[src/hw/fault_pkg.sv]
package fault_pkg;
  // flag layout of status, mask and interrupt registers
  localparam int FAULT_W = 12;
  localparam int FLAG_W = 14;
  localparam int FLG_PRI_LOW = 0;
  localparam int FLG_PRI_HIGH = 1;
  localparam int FLG_POS_LOW = 2;
  localparam int FLG_POS_HIGH = 3;
  localparam int FLG_NEG_LOW = 4;
  localparam int FLG_NEG_HIGH = 5;
  localparam int FLG_OVERCURRENT = 6;
  localparam int FLG_SHORT = 7;
  localparam int FLG_DESAT = 8;
  localparam int FLG_SEC_SHUTDOWN = 9;
  localparam int FLG_CLOCK_MON = 10;
  localparam int FLG_INT_LINK = 11;
  localparam int FLG_PRI_WARN = 12;
  localparam int FLG_SEC_WARN = 13;
  // safe state groups, two select bits each
  localparam int SAFE_GROUPS = 8;
  localparam int CLEAR_BIT = 0;
  // register byte offsets
  localparam logic [7:0] OFS_STATUS = 8'h00;
  localparam logic [7:0] OFS_MASK = 8'h04;
  localparam logic [7:0] OFS_SAFE = 8'h08;
  localparam logic [7:0] OFS_CONTROL = 8'h0C;
  localparam logic [7:0] OFS_IRQ_STATUS = 8'h10;
  localparam logic [7:0] OFS_IRQ_MASK = 8'h14;
  // reset values
  localparam logic [FLAG_W-1:0] MASK_RESET = 14'h0000;
  localparam logic [FLAG_W-1:0] IRQ_MASK_RESET = 14'h0000;
  localparam logic [2*SAFE_GROUPS-1:0] SAFE_RESET = 16'h0000;
  typedef enum logic [1:0] {
    SAFE_PULL_LOW = 2'h0,
    SAFE_PULL_HIGH = 2'h1,
    SAFE_NONE = 2'h2
  } safe_action_t;
  // live fault conditions from the detectors
  typedef struct packed {
    logic pri_heat_shutdown;
    logic sec_heat_warn;
    logic pri_heat_warn;
    logic sec_heat_shutdown;
    logic desat;
    logic short_circuit;
    logic overcurrent;
    logic neg_high;
    logic neg_low;
    logic pos_high;
    logic pos_low;
    logic pri_high;
    logic pri_low;
  } fault_cond_t;
  // gate stage commands
  typedef struct packed {
    logic gate;
    logic sink_pull_low;
    logic source_pull_high;
  } gate_drive_t;
endpackage : fault_pkg

[src/hw/cond_sync.sv]
`timescale 1ns/1ps
// two-stage synchroniser for asynchronous detector levels
module cond_sync #(
  parameter int W = 13
) (
  // clock and reset
  input wire logic clk_sys_in,
  input wire logic rst_in,
  // levels
  input wire logic [W-1:0] d_in,
  output logic [W-1:0] q_out
);
  logic [W-1:0] meta_q;
  logic [W-1:0] sync_q;

  // first stage feeds only the second stage
  always_ff @(posedge clk_sys_in) begin
    if (rst_in) begin
      meta_q <= '0;
      sync_q <= '0;
    end else begin
      meta_q <= d_in;
      sync_q <= meta_q;
    end
  end

  assign q_out = sync_q;
endmodule : cond_sync

[src/hw/fault_response.sv]
// The Avalon-MM register port and the register addresses are this design's own decisions.
`timescale 1ns/1ps
module fault_response
  import fault_pkg::*;
(
  // clock and reset
  input wire logic clk_sys_in,
  input wire logic rst_in,
  // avalon-mm slave
  input wire logic [7:0] avs_address_in,
  input wire logic avs_read_in,
  input wire logic avs_write_in,
  input wire logic [31:0] avs_writedata_in,
  output logic [31:0] avs_readdata_out,
  output logic avs_waitrequest_out,
  // detectors and gate command
  input wire fault_cond_t cond_in,
  input wire logic drive_in,
  // gate stage and alarms
  output gate_drive_t gate_out,
  output logic fault_alarm_n_out,
  output logic warning_alarm_n_out,
  output logic serial_enable_out,
  output logic irq_out
);
  fault_cond_t cond_s;
  logic ack_q;
  logic [31:0] rdata_q;
  logic [FAULT_W-1:0] fault_q, fault_d, set_v;
  logic [1:0] warn_live, warn_prev_q, warn_rise, warn_pend_q, warn_pend_d;
  logic [FLAG_W-1:0] mask_q, irq_mask_q, irq_stat_q, irq_stat_d, status_v, irq_ev;
  logic [2*SAFE_GROUPS-1:0] safe_q;
  logic fault_alarm_n_q, serial_enable_q;
  gate_drive_t gate_q, gate_d;
  logic [SAFE_GROUPS-1:0] grp_act, grp_low, grp_high;
  logic low_req, high_req, suspend;

  cond_sync #(.W($bits(fault_cond_t))) u_sync (
    .clk_sys_in(clk_sys_in),
    .rst_in(rst_in),
    .d_in(cond_in),
    .q_out(cond_s)
  );

  // bus decode; every access is answered on the second cycle
  wire req = avs_read_in | avs_write_in;
  wire acc = req & ack_q;
  wire wr_en = acc & avs_write_in & ~suspend;
  wire rd_en = acc & avs_read_in & ~suspend;
  wire sel_status = avs_address_in == OFS_STATUS;
  wire sel_mask = avs_address_in == OFS_MASK;
  wire sel_safe = avs_address_in == OFS_SAFE;
  wire sel_control = avs_address_in == OFS_CONTROL;
  wire sel_irq_stat = avs_address_in == OFS_IRQ_STATUS;
  wire sel_irq_mask = avs_address_in == OFS_IRQ_MASK;
  wire clear_cmd = wr_en & sel_control & avs_writedata_in[CLEAR_BIT];
  wire status_read = rd_en & sel_status;
  wire irq_read = rd_en & sel_irq_stat;
  assign avs_waitrequest_out = req & ~ack_q;

  // primary supply and primary die trouble take the serial port away
  assign suspend = cond_s.pri_low | cond_s.pri_high | cond_s.pri_heat_shutdown;

  // conditions mapped onto the flag layout
  assign set_v[FLG_PRI_LOW] = cond_s.pri_low;
  assign set_v[FLG_PRI_HIGH] = cond_s.pri_high;
  assign set_v[FLG_POS_LOW] = cond_s.pos_low;
  assign set_v[FLG_POS_HIGH] = cond_s.pos_high;
  assign set_v[FLG_NEG_LOW] = cond_s.neg_low;
  assign set_v[FLG_NEG_HIGH] = cond_s.neg_high;
  assign set_v[FLG_OVERCURRENT] = cond_s.overcurrent;
  assign set_v[FLG_SHORT] = cond_s.short_circuit;
  assign set_v[FLG_DESAT] = cond_s.desat;
  assign set_v[FLG_SEC_SHUTDOWN] = cond_s.sec_heat_shutdown;
  assign set_v[FLG_CLOCK_MON] = cond_s.sec_heat_shutdown;
  assign set_v[FLG_INT_LINK] = cond_s.sec_heat_shutdown;

  // a present condition always wins over the clear command
  assign fault_d = set_v | (fault_q & {FAULT_W{~clear_cmd}});

  // warning flags are live; the alarm latches on a fresh rising edge only
  assign warn_live = {cond_s.sec_heat_warn, cond_s.pri_heat_warn};
  assign warn_rise = warn_live & ~warn_prev_q;
  assign warn_pend_d = (warn_rise & ~mask_q[FLG_SEC_WARN:FLG_PRI_WARN])
                     | (warn_pend_q & {2{~status_read}});
  assign status_v = {warn_live, fault_q};

  // safe state per group; short circuit and desaturation share a group
  genvar k;
  generate
    for (k = 0; k < SAFE_GROUPS; k++) begin : g_safe
      if (k == SAFE_GROUPS - 1) begin : g_pair
        assign grp_act[k] = (fault_q[FLG_SHORT] & ~mask_q[FLG_SHORT])
                          | (fault_q[FLG_DESAT] & ~mask_q[FLG_DESAT]);
      end else begin : g_one
        assign grp_act[k] = fault_q[k] & ~mask_q[k];
      end
      assign grp_low[k] = grp_act[k] & (safe_q[2*k+1:2*k] == SAFE_PULL_LOW);
      assign grp_high[k] = grp_act[k] & (safe_q[2*k+1:2*k] == SAFE_PULL_HIGH);
    end
  endgenerate

  // shutdown faults force the sink regardless of selection or mask
  assign low_req = (|grp_low) | fault_q[FLG_SEC_SHUTDOWN] | cond_s.pri_heat_shutdown;
  assign high_req = |grp_high;
  assign gate_d.sink_pull_low = low_req;
  assign gate_d.source_pull_high = high_req & ~low_req; // pull low wins a conflict
  assign gate_d.gate = low_req ? 1'b0 : (high_req ? 1'b1 : drive_in);

  // interrupt events: new flags and fresh warnings; a set beats a read clear
  assign irq_ev = {warn_rise, fault_d & ~fault_q};
  assign irq_stat_d = irq_ev | (irq_stat_q & {FLAG_W{~irq_read}});
  assign irq_out = |(irq_stat_q & irq_mask_q);

  // read data; unmapped offsets and suspended access read zero
  wire [31:0] rd_mux = suspend ? 32'h0000_0000 :
    sel_status ? {18'h00000, status_v} :
    sel_mask ? {18'h00000, mask_q} :
    sel_safe ? {16'h0000, safe_q} :
    sel_irq_stat ? {18'h00000, irq_stat_q} :
    sel_irq_mask ? {18'h00000, irq_mask_q} : 32'h0000_0000;

  // bus handshake and read data
  always_ff @(posedge clk_sys_in) begin
    if (rst_in) begin
      ack_q <= 1'b0;
      rdata_q <= 32'h0000_0000;
    end else begin
      ack_q <= req & ~ack_q;
      if (req & ~ack_q) rdata_q <= rd_mux;
    end
  end
  assign avs_readdata_out = rdata_q;

  // configuration registers; secondary faults leave them writable for the host rewrite
  always_ff @(posedge clk_sys_in) begin
    if (rst_in) begin
      mask_q <= MASK_RESET;
      safe_q <= SAFE_RESET;
      irq_mask_q <= IRQ_MASK_RESET;
    end else if (wr_en) begin
      if (sel_mask) mask_q <= avs_writedata_in[FLAG_W-1:0];
      if (sel_safe) safe_q <= avs_writedata_in[2*SAFE_GROUPS-1:0];
      if (sel_irq_mask) irq_mask_q <= avs_writedata_in[FLAG_W-1:0];
    end
  end

  // flags, alarms and gate stage
  always_ff @(posedge clk_sys_in) begin
    if (rst_in) begin
      fault_q <= '0;
      warn_prev_q <= 2'h0;
      warn_pend_q <= 2'h0;
      irq_stat_q <= '0;
      fault_alarm_n_q <= 1'b1;
      serial_enable_q <= 1'b1;
      gate_q <= '0;
    end else begin
      fault_q <= fault_d;
      warn_prev_q <= warn_live;
      warn_pend_q <= warn_pend_d;
      irq_stat_q <= irq_stat_d;
      fault_alarm_n_q <= ~|(fault_d & ~mask_q[FAULT_W-1:0]);
      serial_enable_q <= ~suspend;
      gate_q <= gate_d;
    end
  end

  assign gate_out = gate_q;
  assign fault_alarm_n_out = fault_alarm_n_q;
  assign warning_alarm_n_out = ~|warn_pend_q;
  assign serial_enable_out = serial_enable_q;
endmodule : fault_response

[config.mk]
export PLATFORM = sky130hd
export DESIGN_NAME = fault_response
export DESIGN_NICKNAME = d
export VERILOG_FILES = /design/src/hw/fault_pkg.sv /design/src/hw/cond_sync.sv /design/src/hw/fault_response.sv
export SDC_FILE = /design/constraint.sdc
export NUM_CORES = 1
export LEC_CHECK = 0
export BUFFER_PORTS_ARGS = -buffer_cell sky130_fd_sc_hd__buf_2
export CORE_MARGIN = 4
export CORE_UTILIZATION = 43
export DETAILED_ROUTE_END_ITERATION = 7
export MAX_ROUTING_LAYER = met4
export PLACE_DENSITY = 0.73
export SLEW_MARGIN = 20
export SYNTH_ARGS = -nofsm -noshare
export SYNTH_HDL_FRONTEND = slang
export SYNTH_HIERARCHICAL = 1
export SYNTH_SLANG_ARGS = --single-unit
[constraint.sdc]
create_clock -name clk_sys_in -period 4.5 [get_ports clk_sys_in]
set_input_delay 0.45 -clock clk_sys_in [delete_from_list [all_inputs] [get_ports clk_sys_in]]
set_output_delay 0.45 -clock clk_sys_in [all_outputs]
set_load 0.1 [all_outputs]
==> summary.md, run 1 <==
| Metric | Value |
|---|---|
| Setup violators final | 0 |
| Post-route ant nets | 0 |
| Row Count | 39 |
| RSZ-0062 raised after global routing | false |
| Pin count of the biggest net entering global routing | 78 |
| Synth Area in XOR/XNOR | 0 |
| P_sw | about 0.7 mW |
| Main combinational cell family by area after synthesis | simple AND/OR/NAND/NOR gates |
| DP Area | between 0.005 and 0.006 mm² |
| Final Util | 0.5273 |
| Hold Vio Cnt, Final | 0 |
| Register cell area after layout | roughly 0.0024 mm² |
| Initial Util | 0.4475 |
| Synth Area in Simple Gates | 0.2191 |
| First-pass GRT wire length | ~24,000 µm |
| Clock root buffer master | clkbuf_16 |
| M1 GR Usage | 0.2930 |
| PD cells | about 450 mW/mm² |
| WP data required | around 4800 ps |
| Clk sinks | roughly 120 |
| Number of global-route vias before repair | roughly 4,300 |
| Total CTS buffers | 17 |
| Clk pwr share | 0.496 |
| Crit path max fanout | 34 |
| Core area | around 0.012 mm² |
| Finished Cell Area | 0.006150 mm² |
| Combinational group share of total power | 0.090 |
| Met2 Use GR | 0.3269 |
| Die area | approximately 0.014 mm² |
| Drt initial violations | between 300 and 400 |
| Hold-fix buffers, CTS | 0 |
| Postcts setup bufs | 0 |
| Hold depth | 2 |
| Inserted Diodes | 0 |
| Synth cell types | 51 |
| Crit Path Class | in2reg |
| GRT Max-Usage Layer | met2 |
| Seq/Total Area, Yosys | 0.4680 |
| Post-synth EDFFs | 0 |
| PostCTS Resize Cnt | 0 |
| Number of port buffers | 65 |
| DR WL/cell | ~19 µm |
| Switching Fraction | 0.2636 |
| Non-Filler Instances | 804 |
| DR vias | between 4,000 and 5,000 |
| CTS tree | yes |
| GRT overflow | 0 |
| Chip Height | about 120 µm |
| Tightest Hold Check Type | in2reg |
| Multi-input gate area | ~0.0025 mm² |
| Pint | 2.015 mW |
| Die width | 118.2 µm |
| Met3 Use GR | 0.05158 |
| Fin Clk Skew | 16.98 ps |
| Reg power frac | 0.414 |
| Worst Tran Pin Value | between 1000 and 1500 ps |
| Post-synthesis mux area share | 0.07312 |
| Vias per cell | 5.669 |
| Syn avg cell area | about 9 µm² |
| DRC | 0 |
| Adder-Cell Fraction of Synth Area | 0 |
| TritonRoute pass-1 iters | 5 |
| Maximum achievable frequency | between 300 and 400 MHz |
| Synth Area in Compound Gates | 0.1707 |
| Leakage | ~2.3 nW |
| Async set or reset register ratio after synthesis | 0 |
| Worst vdd ir | around 330 µV |
| Worst-path clk slew | roughly 60 ps |
| Placer's final routability congestion estimate | about 0.9 |
| Hold Slack | ~240 ps |
| Final Net Count | just over 700 |
| Placed Cells | about 770 |
| Post-route setup TNS | 0 ps |
| Worst R2R Path Depth | 6 |
| Tcrit/Tclk final | 0.5625 |
| Maximum clock insertion buffer count | 2 |
| Critical path launch point type | primary input |
| Syn. warnings | 6 |
| Slew Limit Fails | 0 |
| Overall Global Routing Usage | 0.2203 |
| Max cap viols | 0 |
| Min Tclk post-route | around 2500 ps |
| Initial antenna violation count | 0 |
| Post-Syn Instances | about 590 |
| CP Capture Type | register |
| P&R area growth vs syn | 17.84% |
| Commonest non-fill, non-tap cell in the layout | dfxtp_1 |
| CP Data Arrival Time | 2800 ps |
| Status | completed |
| Layout cells sized above 1 | 0.1800 |
| Commonest cells after routing, fill and taps aside | 122 x dfxtp_1, 100 x nand2_1, 64 x buf_2 |
| Rel. slew slack | 0.2210 |
| Yosys reg bits | around 120 |
| CTS H-tree depth | 4 |
| Dominant synthesized flop cell | dfxtp_1 |
| Layout fillers | around 1,100 |
| Cell Area, Synth | roughly 0.0052 mm² |
| Clock latency on the worst-skew pair | between 400 and 500 ps |
| IO Pins | just under 100 |
| Final wirelength | roughly 15,000 µm |
| HPWL Detailed | 10,180 µm |
cell usage after synthesis, drive strengths merged, types with 9 or more instances:
cell type / instances / area [µm²]
nor2: 50 / 187.7
mux2: 9 / 101.4
nor4b: 11 / 96.34
dfxtp: 122 / 2442
nand2: 100 / 375.4
o221ai: 14 / 122.6
a22oi: 11 / 82.58
a21oi: 61 / 305.3
a221o: 14 / 140.1
nor2b: 31 / 193.9
buf: 27 / 187.7
inv: 22 / 82.58
mux2i: 28 / 280.3
clkbuf: 23 / 86.33
registers in the layout, indices dropped and copies added, names as in the netlist:
name / count
serial_enable_out: 1
mask_q: 14
irq_stat_q: 14
ack_q: 1
avs_readdata_out: 16
u_sync/q_out: 13
warn_prev_q: 2
fault_q: 12
warn_pend_q: 2
irq_mask_q: 14
safe_q: 16
fault_alarm_n_out: 1
gate_out: 3
u_sync/meta_q: 13
through the flow:
step                      power, mW  setup slack (ps)
after global routing          2.822              1861
after floorplan               1.350              2060
final                         2.737              1969
after global placement        1.394              1636
after CTS                     2.749              2055
after detailed placement      1.398              1607
final cells by class:
cell class / instances / area share
timing repair buffer: 70 / 0.05941
inverter: 22 / 0.01343
clock inverter: 13 / 0.02360
sequential: 122 / 0.3972
clock buffer: 19 / 0.07365
multi-input combinational: 415 / 0.4037
tap: 143 / 0.02909
power by group through the flow:
stage	Sequential [mW]	Combinational [mW]	Clock [mW]
global placement	1.15	0.240	0
finish	1.13	0.246	1.36
detailed placement	1.15	0.244	0
global route	1.13	0.262	1.43
floorplan	1.17	0.177	0
CTS	1.13	0.245	1.37
routing by layer:
metal	wire [µm]	vias up
met3	1266	26
met5	0	-
met2	6743	236
met1	6587	2137
met4	296	0
li1	-	2159
worst paths after layout:
kind | start | endpoint | slack, ps
setup / recovery | avs_address_in[2] | irq_mask_q[13] | 1970
hold / removal | drive_in | gate_out[2] | 240
setup reg to reg | u_sync/q_out[0] | mask_q[13] | 2070
hold reg to reg | u_sync/meta_q[0] | u_sync/q_out[0] | 430
kinds of logic (layout without fill, tap and decap cells):
group / count (synthesis) / count (layout)
AND/OR/NAND/NOR: 230 / 230
AO/OA/AOI/OAI: 132 / 132
flip-flops: 122 / 122
buffers and inverters: 72 / 124
multiplexers: 37 / 37
other: 1 / 16
worst max-delay path, stage by stage:
cell and delay, ps:
buf_2 660, nand2_1 650, or3_1 750, nand2_1 170, a21oi_1 80
No activity file was read; power rests on OpenSTA's default activity.
==> run 2: changes to the inputs <==
==> constraint.sdc (replaced) <==
create_clock -name clk_sys_in -period 2.5 [get_ports clk_sys_in]
set_input_delay 0.25 -clock clk_sys_in [delete_from_list [all_inputs] [get_ports clk_sys_in]]
set_output_delay 0.25 -clock clk_sys_in [all_outputs]
set_load 0.1 [all_outputs]
==> run 2 against run 1 <==
Effect of this change: total power grew 77%; worst hold slack lost 200 ps; sequential share of layout area shrank 0.34 points; global-route usage grew 0.53 points; largest cell class unchanged; largest power group unchanged.
==> summary.md, run 2 (synthesized netlist as in run 1, its figures left out) <==
| Metric | Value |
|---|---|
| DRC | 0 |
| Non-Filler Instances | a little over 800 |
| Overall Global Routing Usage | 0.2257 |
| Row Count | 39 |
| Placer's final routability congestion estimate | 0.9604 |
| Critical path endpoint | irq_out |
| Inserted Diodes | 0 |
| GRT overflow | 0 |
| GRT Max-Usage Layer | met2 |
| M1 GR Usage | 0.2771 |
| DR WL/cell | around 18 µm |
| PD cells | approximately 780 mW/mm² |
| CP Data Arrival Time | just under 2000 ps |
| Reg2reg setup slack | 300 ps |
| P&R area growth vs syn | 18.87% |
| Worst R2R Path Depth | 6 |
| DR vias | 4,598 |
| Rel. slew slack | 0.4957 |
| Slew Limit Fails | 0 |
| HPWL Detailed | between 10,000 and 15,000 µm |
| Max cap viols | 0 |
| Tcrit/Tclk final | 0.8877 |
| Cell count along the critical path | 5 |
| Met2 Use GR | 0.3462 |
| Worst path bufs/invs | 1 |
| CTS tree | yes |
| TritonRoute pass-1 iters | 6 |
| Die width | ~120 µm |
| DP Area | roughly 0.0056 mm² |
| Origin of the critical flop-to-flop path | u_sync/q_out[0] |
| Crit path max fanout | 3 |
| PostCTS Resize Cnt | 0 |
| WP data required | between 2000 and 2500 ps |
| Fin Clk Skew | 7.478 ps |
| Total CTS buffers | 17 |
| Clock latency on the worst-skew pair | ~420 ps |
| Min Tclk post-route | between 2000 and 2500 ps |
| Leakage | 2.330 nW |
| Core area | 0.01166 mm² |
| Status | completed |
| Initial Util | 0.4475 |
| Postcts setup bufs | 0 |
| Crit path from | irq_stat_q[9] |
| Worst-path clk slew | ~60 ps |
| Clk sinks | around 120 |
| Post-route setup TNS | 0 ps |
| Met3 Use GR | 0.06017 |
| Drt initial violations | 464 |
| Layout cells sized above 1 | 0.1898 |
| CTS H-tree depth | 4 |
| Clock root buffer master | clkbuf_16 |
| CP Capture Type | primary output |
| First-pass GRT wire length | 24,090 µm |
| Final Net Count | between 700 and 800 |
| Maximum achievable frequency | about 450 MHz |
| Maximum clock insertion buffer count | 2 |
| Slowest CP cell | dfxtp_1 |
| Commonest cells after routing, fill and taps aside | 122 x dfxtp_1, 100 x nand2_1, 64 x buf_2 |
| Commonest non-fill, non-tap cell in the layout | dfxtp_1 |
| Power Total | ~4.8 mW |
| Setup violators final | 0 |
| Initial antenna violation count | 0 |
| Number of global-route vias before repair | ~4,500 |
| Max incr delay on CP | around 330 ps |
| Tightest Hold Check Type | in2reg |
| Hold Slack | 40.53 ps |
| Final wirelength | about 15,000 µm |
| Finished Cell Area | 0.006203 mm² |
| Pin count of the biggest net entering global routing | slightly below 80 |
| Layout fillers | between 1,000 and 1,500 |
| Chip Height | 118.2 µm |
| Placed Cells | ~780 |
| Worst vdd ir | between 500 and 600 µV |
| Crit Path Class | reg2out |
| Critical-path cell list | a22oi_1 > nand2_1 > a221oi_1 > nand4_1 > buf_2 |
| Number of port buffers | 65 |
| Worst Tran Pin Value | 756.5 ps |
| RSZ-0062 raised after global routing | false |
| Reg-to-Reg End | mask_q[9] |
| Vias per cell | ~5.7 |
| Hold Vio Cnt, Final | 0 |
| Critical path launch point type | register |
| Delay-heaviest family, CP | compound AO/OA/AOI/OAI gates |
| IO Pins | 98 |
| Die area | about 0.014 mm² |
| Hold-fix buffers, CTS | 0 |
| Post-route ant nets | 0 |
==> run 2: final cells by class <==
cell class / instances / area (µm²) / area share
clock inverter: 12 / 125.1 / 0.02017
multi-input combinational: 415 / 2476 / 0.3992
tap: 143 / 178.9 / 0.02884
inverter: 22 / 82.58 / 0.01331
sequential: 122 / 2442 / 0.3937
clock buffer: 19 / 452.9 / 0.07301
timing repair buffer: 79 / 445.4 / 0.07180
==> run 2: worst min path at each step <==
stage                     startpoint                 to  slack (ps)  cells after the start
detailed placement  u_sync/meta_q[0]    u_sync/q_out[0]         420                      1
floorplan                     rst_in  u_sync/meta_q[10]         320                      1
global route             cond_in[10]  u_sync/meta_q[10]          40                      2
global placement    u_sync/meta_q[2]    u_sync/q_out[2]         420                      1
CTS                       cond_in[4]   u_sync/meta_q[4]          30                      2
finish                    cond_in[3]   u_sync/meta_q[3]          40                      2
==> run 2: power by group <==
| part | switching, mW | leakage (nW) | total [mW] | internal, mW |
|---|---|---|---|---|
| Clock | 0.859 | 0.269 | 2.36 | 1.50 |
| Sequential | 0.0425 | 0.993 | 2.04 | 2.00 |
| Combinational | 0.333 | 1.07 | 0.446 | 0.113 |
==> run 2: layer usage <==
| metal | part of all wire | vias up |
|---|---|---|
| li1 | - | 2180 |
| met1 | 0.41 | 2135 |
| met2 | 0.46 | 244 |
| met3 | 0.099 | 39 |
| met4 | 0.028 | 0 |
| met5 | 0 | - |
==> run 2: through the flow <==
step / util / setup WS [ps]
floorplan: - / 180.6
global placement: 0.4824 / 307.7
detailed placement: 0.4824 / 317.3
CTS: 0.5319 / 313.8
global route: 0.5319 / 181.0
finish: 0.5319 / 280.6
==> run 3: changes to the inputs <==
--- a/config.mk
+++ b/config.mk
@@ -6,7 +6,7 @@
 export NUM_CORES = 1
 export LEC_CHECK = 0
 export BUFFER_PORTS_ARGS = -buffer_cell sky130_fd_sc_hd__buf_2
-export CORE_MARGIN = 4
+export CORE_MARGIN = 1.5
 export CORE_UTILIZATION = 43
 export DETAILED_ROUTE_END_ITERATION = 7
 export MAX_ROUTING_LAYER = met4
==> run 3 against run 2 <==
Effect of this change: die area fell by 8.3%; utilization fell by 0.60 points; global-route usage rose by 1.7 points; sequential share of layout area fell by 0.39 points; clock skew fell by 1.9 ps; non-clock buffer count rose by 1; setup slack improved by 80 ps; maximum frequency rose by 3.7%; first-iteration DRC count fell by 1.9%.
==> summary.md, run 3 (synthesized netlist as in run 1, its figures left out) <==
| Metric | Value |
|---|---|
| Commonest cells after routing, fill and taps aside | 122 x dfxtp_1, 100 x nand2_1, 64 x buf_2 |
| Commonest non-fill, non-tap cell in the layout | dfxtp_1 |
| WP data required | ~2800 ps |
| Power Total | just over 5 mW |
| Maximum achievable frequency | about 470 MHz |
| Max incr delay on CP | roughly 690 ps |
| Max cap viols | 0 |
| Slowest CP cell | or3_1 |
| Layout fillers | roughly 1,100 |
| Die area | about 0.013 mm² |
| Number of global-route vias before repair | 4,301 |
| Fin Clk Skew | 5.602 ps |
| Overall Global Routing Usage | 0.2425 |
| Final Net Count | around 700 |
| TritonRoute pass-1 iters | 5 |
| DP Area | roughly 0.0056 mm² |
| Clock latency on the worst-skew pair | 420 ps |
| HPWL Detailed | 10,330 µm |
| DRC | 0 |
| Rel. slew slack | 0.5985 |
| Vias per cell | 5.632 |
| DR vias | 4,607 |
| P&R area growth vs syn | 20.04% |
| Die width | 113.2 µm |
| Initial antenna violation count | 0 |
| Leakage | ~2.4 nW |
| Placer's final routability congestion estimate | just over 0.9 |
| Critical-path cell list | nor3_2 > nand3_1 > or3_1 > nand2_1 > a21oi_1 |
| Tightest Hold Check Type | in2reg |
| Clk sinks | ~120 |
| Final Util | 0.5259 |
| Critical path launch point type | register |
| CP Data Arrival Time | approximately 2400 ps |
| Worst-path clk slew | ~60 ps |
| Total CTS buffers | 17 |
| CTS H-tree depth | 4 |
| Hold Vio Cnt, Final | 0 |
| Final wirelength | around 15,000 µm |
| Maximum clock insertion buffer count | 2 |
| Hold-fix buffers, CTS | 0 |
| Worst Tran Pin Value | between 600 and 700 ps |
| Pin count of the biggest net entering global routing | 54 |
| Chip Height | about 110 µm |
| Drt initial violations | roughly 460 |
| RSZ-0062 raised after global routing | false |
| Crit path max fanout | 14 |
| Number of port buffers | 65 |
| Layout cells sized above 1 | 0.1908 |
| Setup violators final | 0 |
| Worst vdd ir | roughly 520 µV |
| PD cells | between 800 and 900 mW/mm² |
| Postcts setup bufs | 0 |
| Finished Cell Area | roughly 0.0063 mm² |
| Multi-input gate area | 0.002476 mm² |
| Min Tclk post-route | 2140 ps |
| Clock root buffer master | clkbuf_16 |
| DR WL/cell | 17.83 µm |
| Core area | 0.01191 mm² |
| Row Count | 40 |
| Crit Path Class | reg2reg |
| CP Capture Type | register |
| GRT overflow | 0 |
| Inserted Diodes | 0 |
| Register cell area after layout | 0.002442 mm² |
| Initial Util | 0.4381 |
| Post-route ant nets | 0 |
| Post-route setup TNS | 0 ps |
| IO Pins | between 90 and 100 |
| CTS tree | yes |
| First-pass GRT wire length | 22,840 µm |
| Slew Limit Fails | 0 |
| Tcrit/Tclk final | 0.8558 |
| Status | completed |
| PostCTS Resize Cnt | 0 |
-- run 3: final cells by class --
cell class,instances,area share
Tap cell,147,0.02936
Sequential cell,122,0.3899
Clock inverter,14,0.03156
Multi-Input combinational cell,415,0.3952
Inverter,22,0.01318
Timing Repair Buffer,80,0.07230
Clock buffer,18,0.06850
-- run 3: power breakdown --
| group | switching [mW] | internal [mW] | total (mW) |
|---|---|---|---|
| logic | 0.333 | 0.114 | 0.447 |
| registers | 0.0433 | 2.00 | 2.04 |
| clock network | 0.909 | 1.67 | 2.58 |
| total | 1.29 | 3.78 | 5.07 |
-- run 3: worst paths after layout --
check	startpoint	to	slack, ps	cells after the start
worst max register to register	u_sync/q_out[0]	irq_mask_q[3]	360	5
worst max-delay path	u_sync/q_out[0]	irq_mask_q[3]	360	5
worst min register to register	u_sync/meta_q[6]	u_sync/q_out[6]	430	1
worst min-delay path	cond_in[5]	u_sync/meta_q[5]	30	2
-- run 3: routing by layer --
metal	up-vias	GRT usage	wire length (µm)
li1	2178	-	-
met1	2146	0.3156	6315
met2	245	0.3467	6452
met3	38	0.06106	1343
met4	0	0.1283	469
met5	-	-	0
-- run 3: worst max-delay path: cells and delay by family, from the launching register on --
| family | cells | cell delay [ps] |
|---|---|---|
| and+or+nand+nor | 4 | 1590 |
| DFF | 1 | 350 |
| AOI/OAI and AO/OA | 1 | 80 |
-- run 3: stage by stage --
| step | instances | setup slack [ps] | hold slack (ps) |
|---|---|---|---|
| 3_5_place_dp | 786 | 304.4 | 422.0 |
| 6_report | 818 | 360.5 | 32.41 |
| 3_3_place_gp | 786 | 286.0 | 414.9 |
| 2_1_floorplan | 609 | 180.6 | 321.6 |
| 5_1_grt | 818 | 249.8 | 31.80 |
| 4_1_cts | 818 | 380.9 | 19.06 |
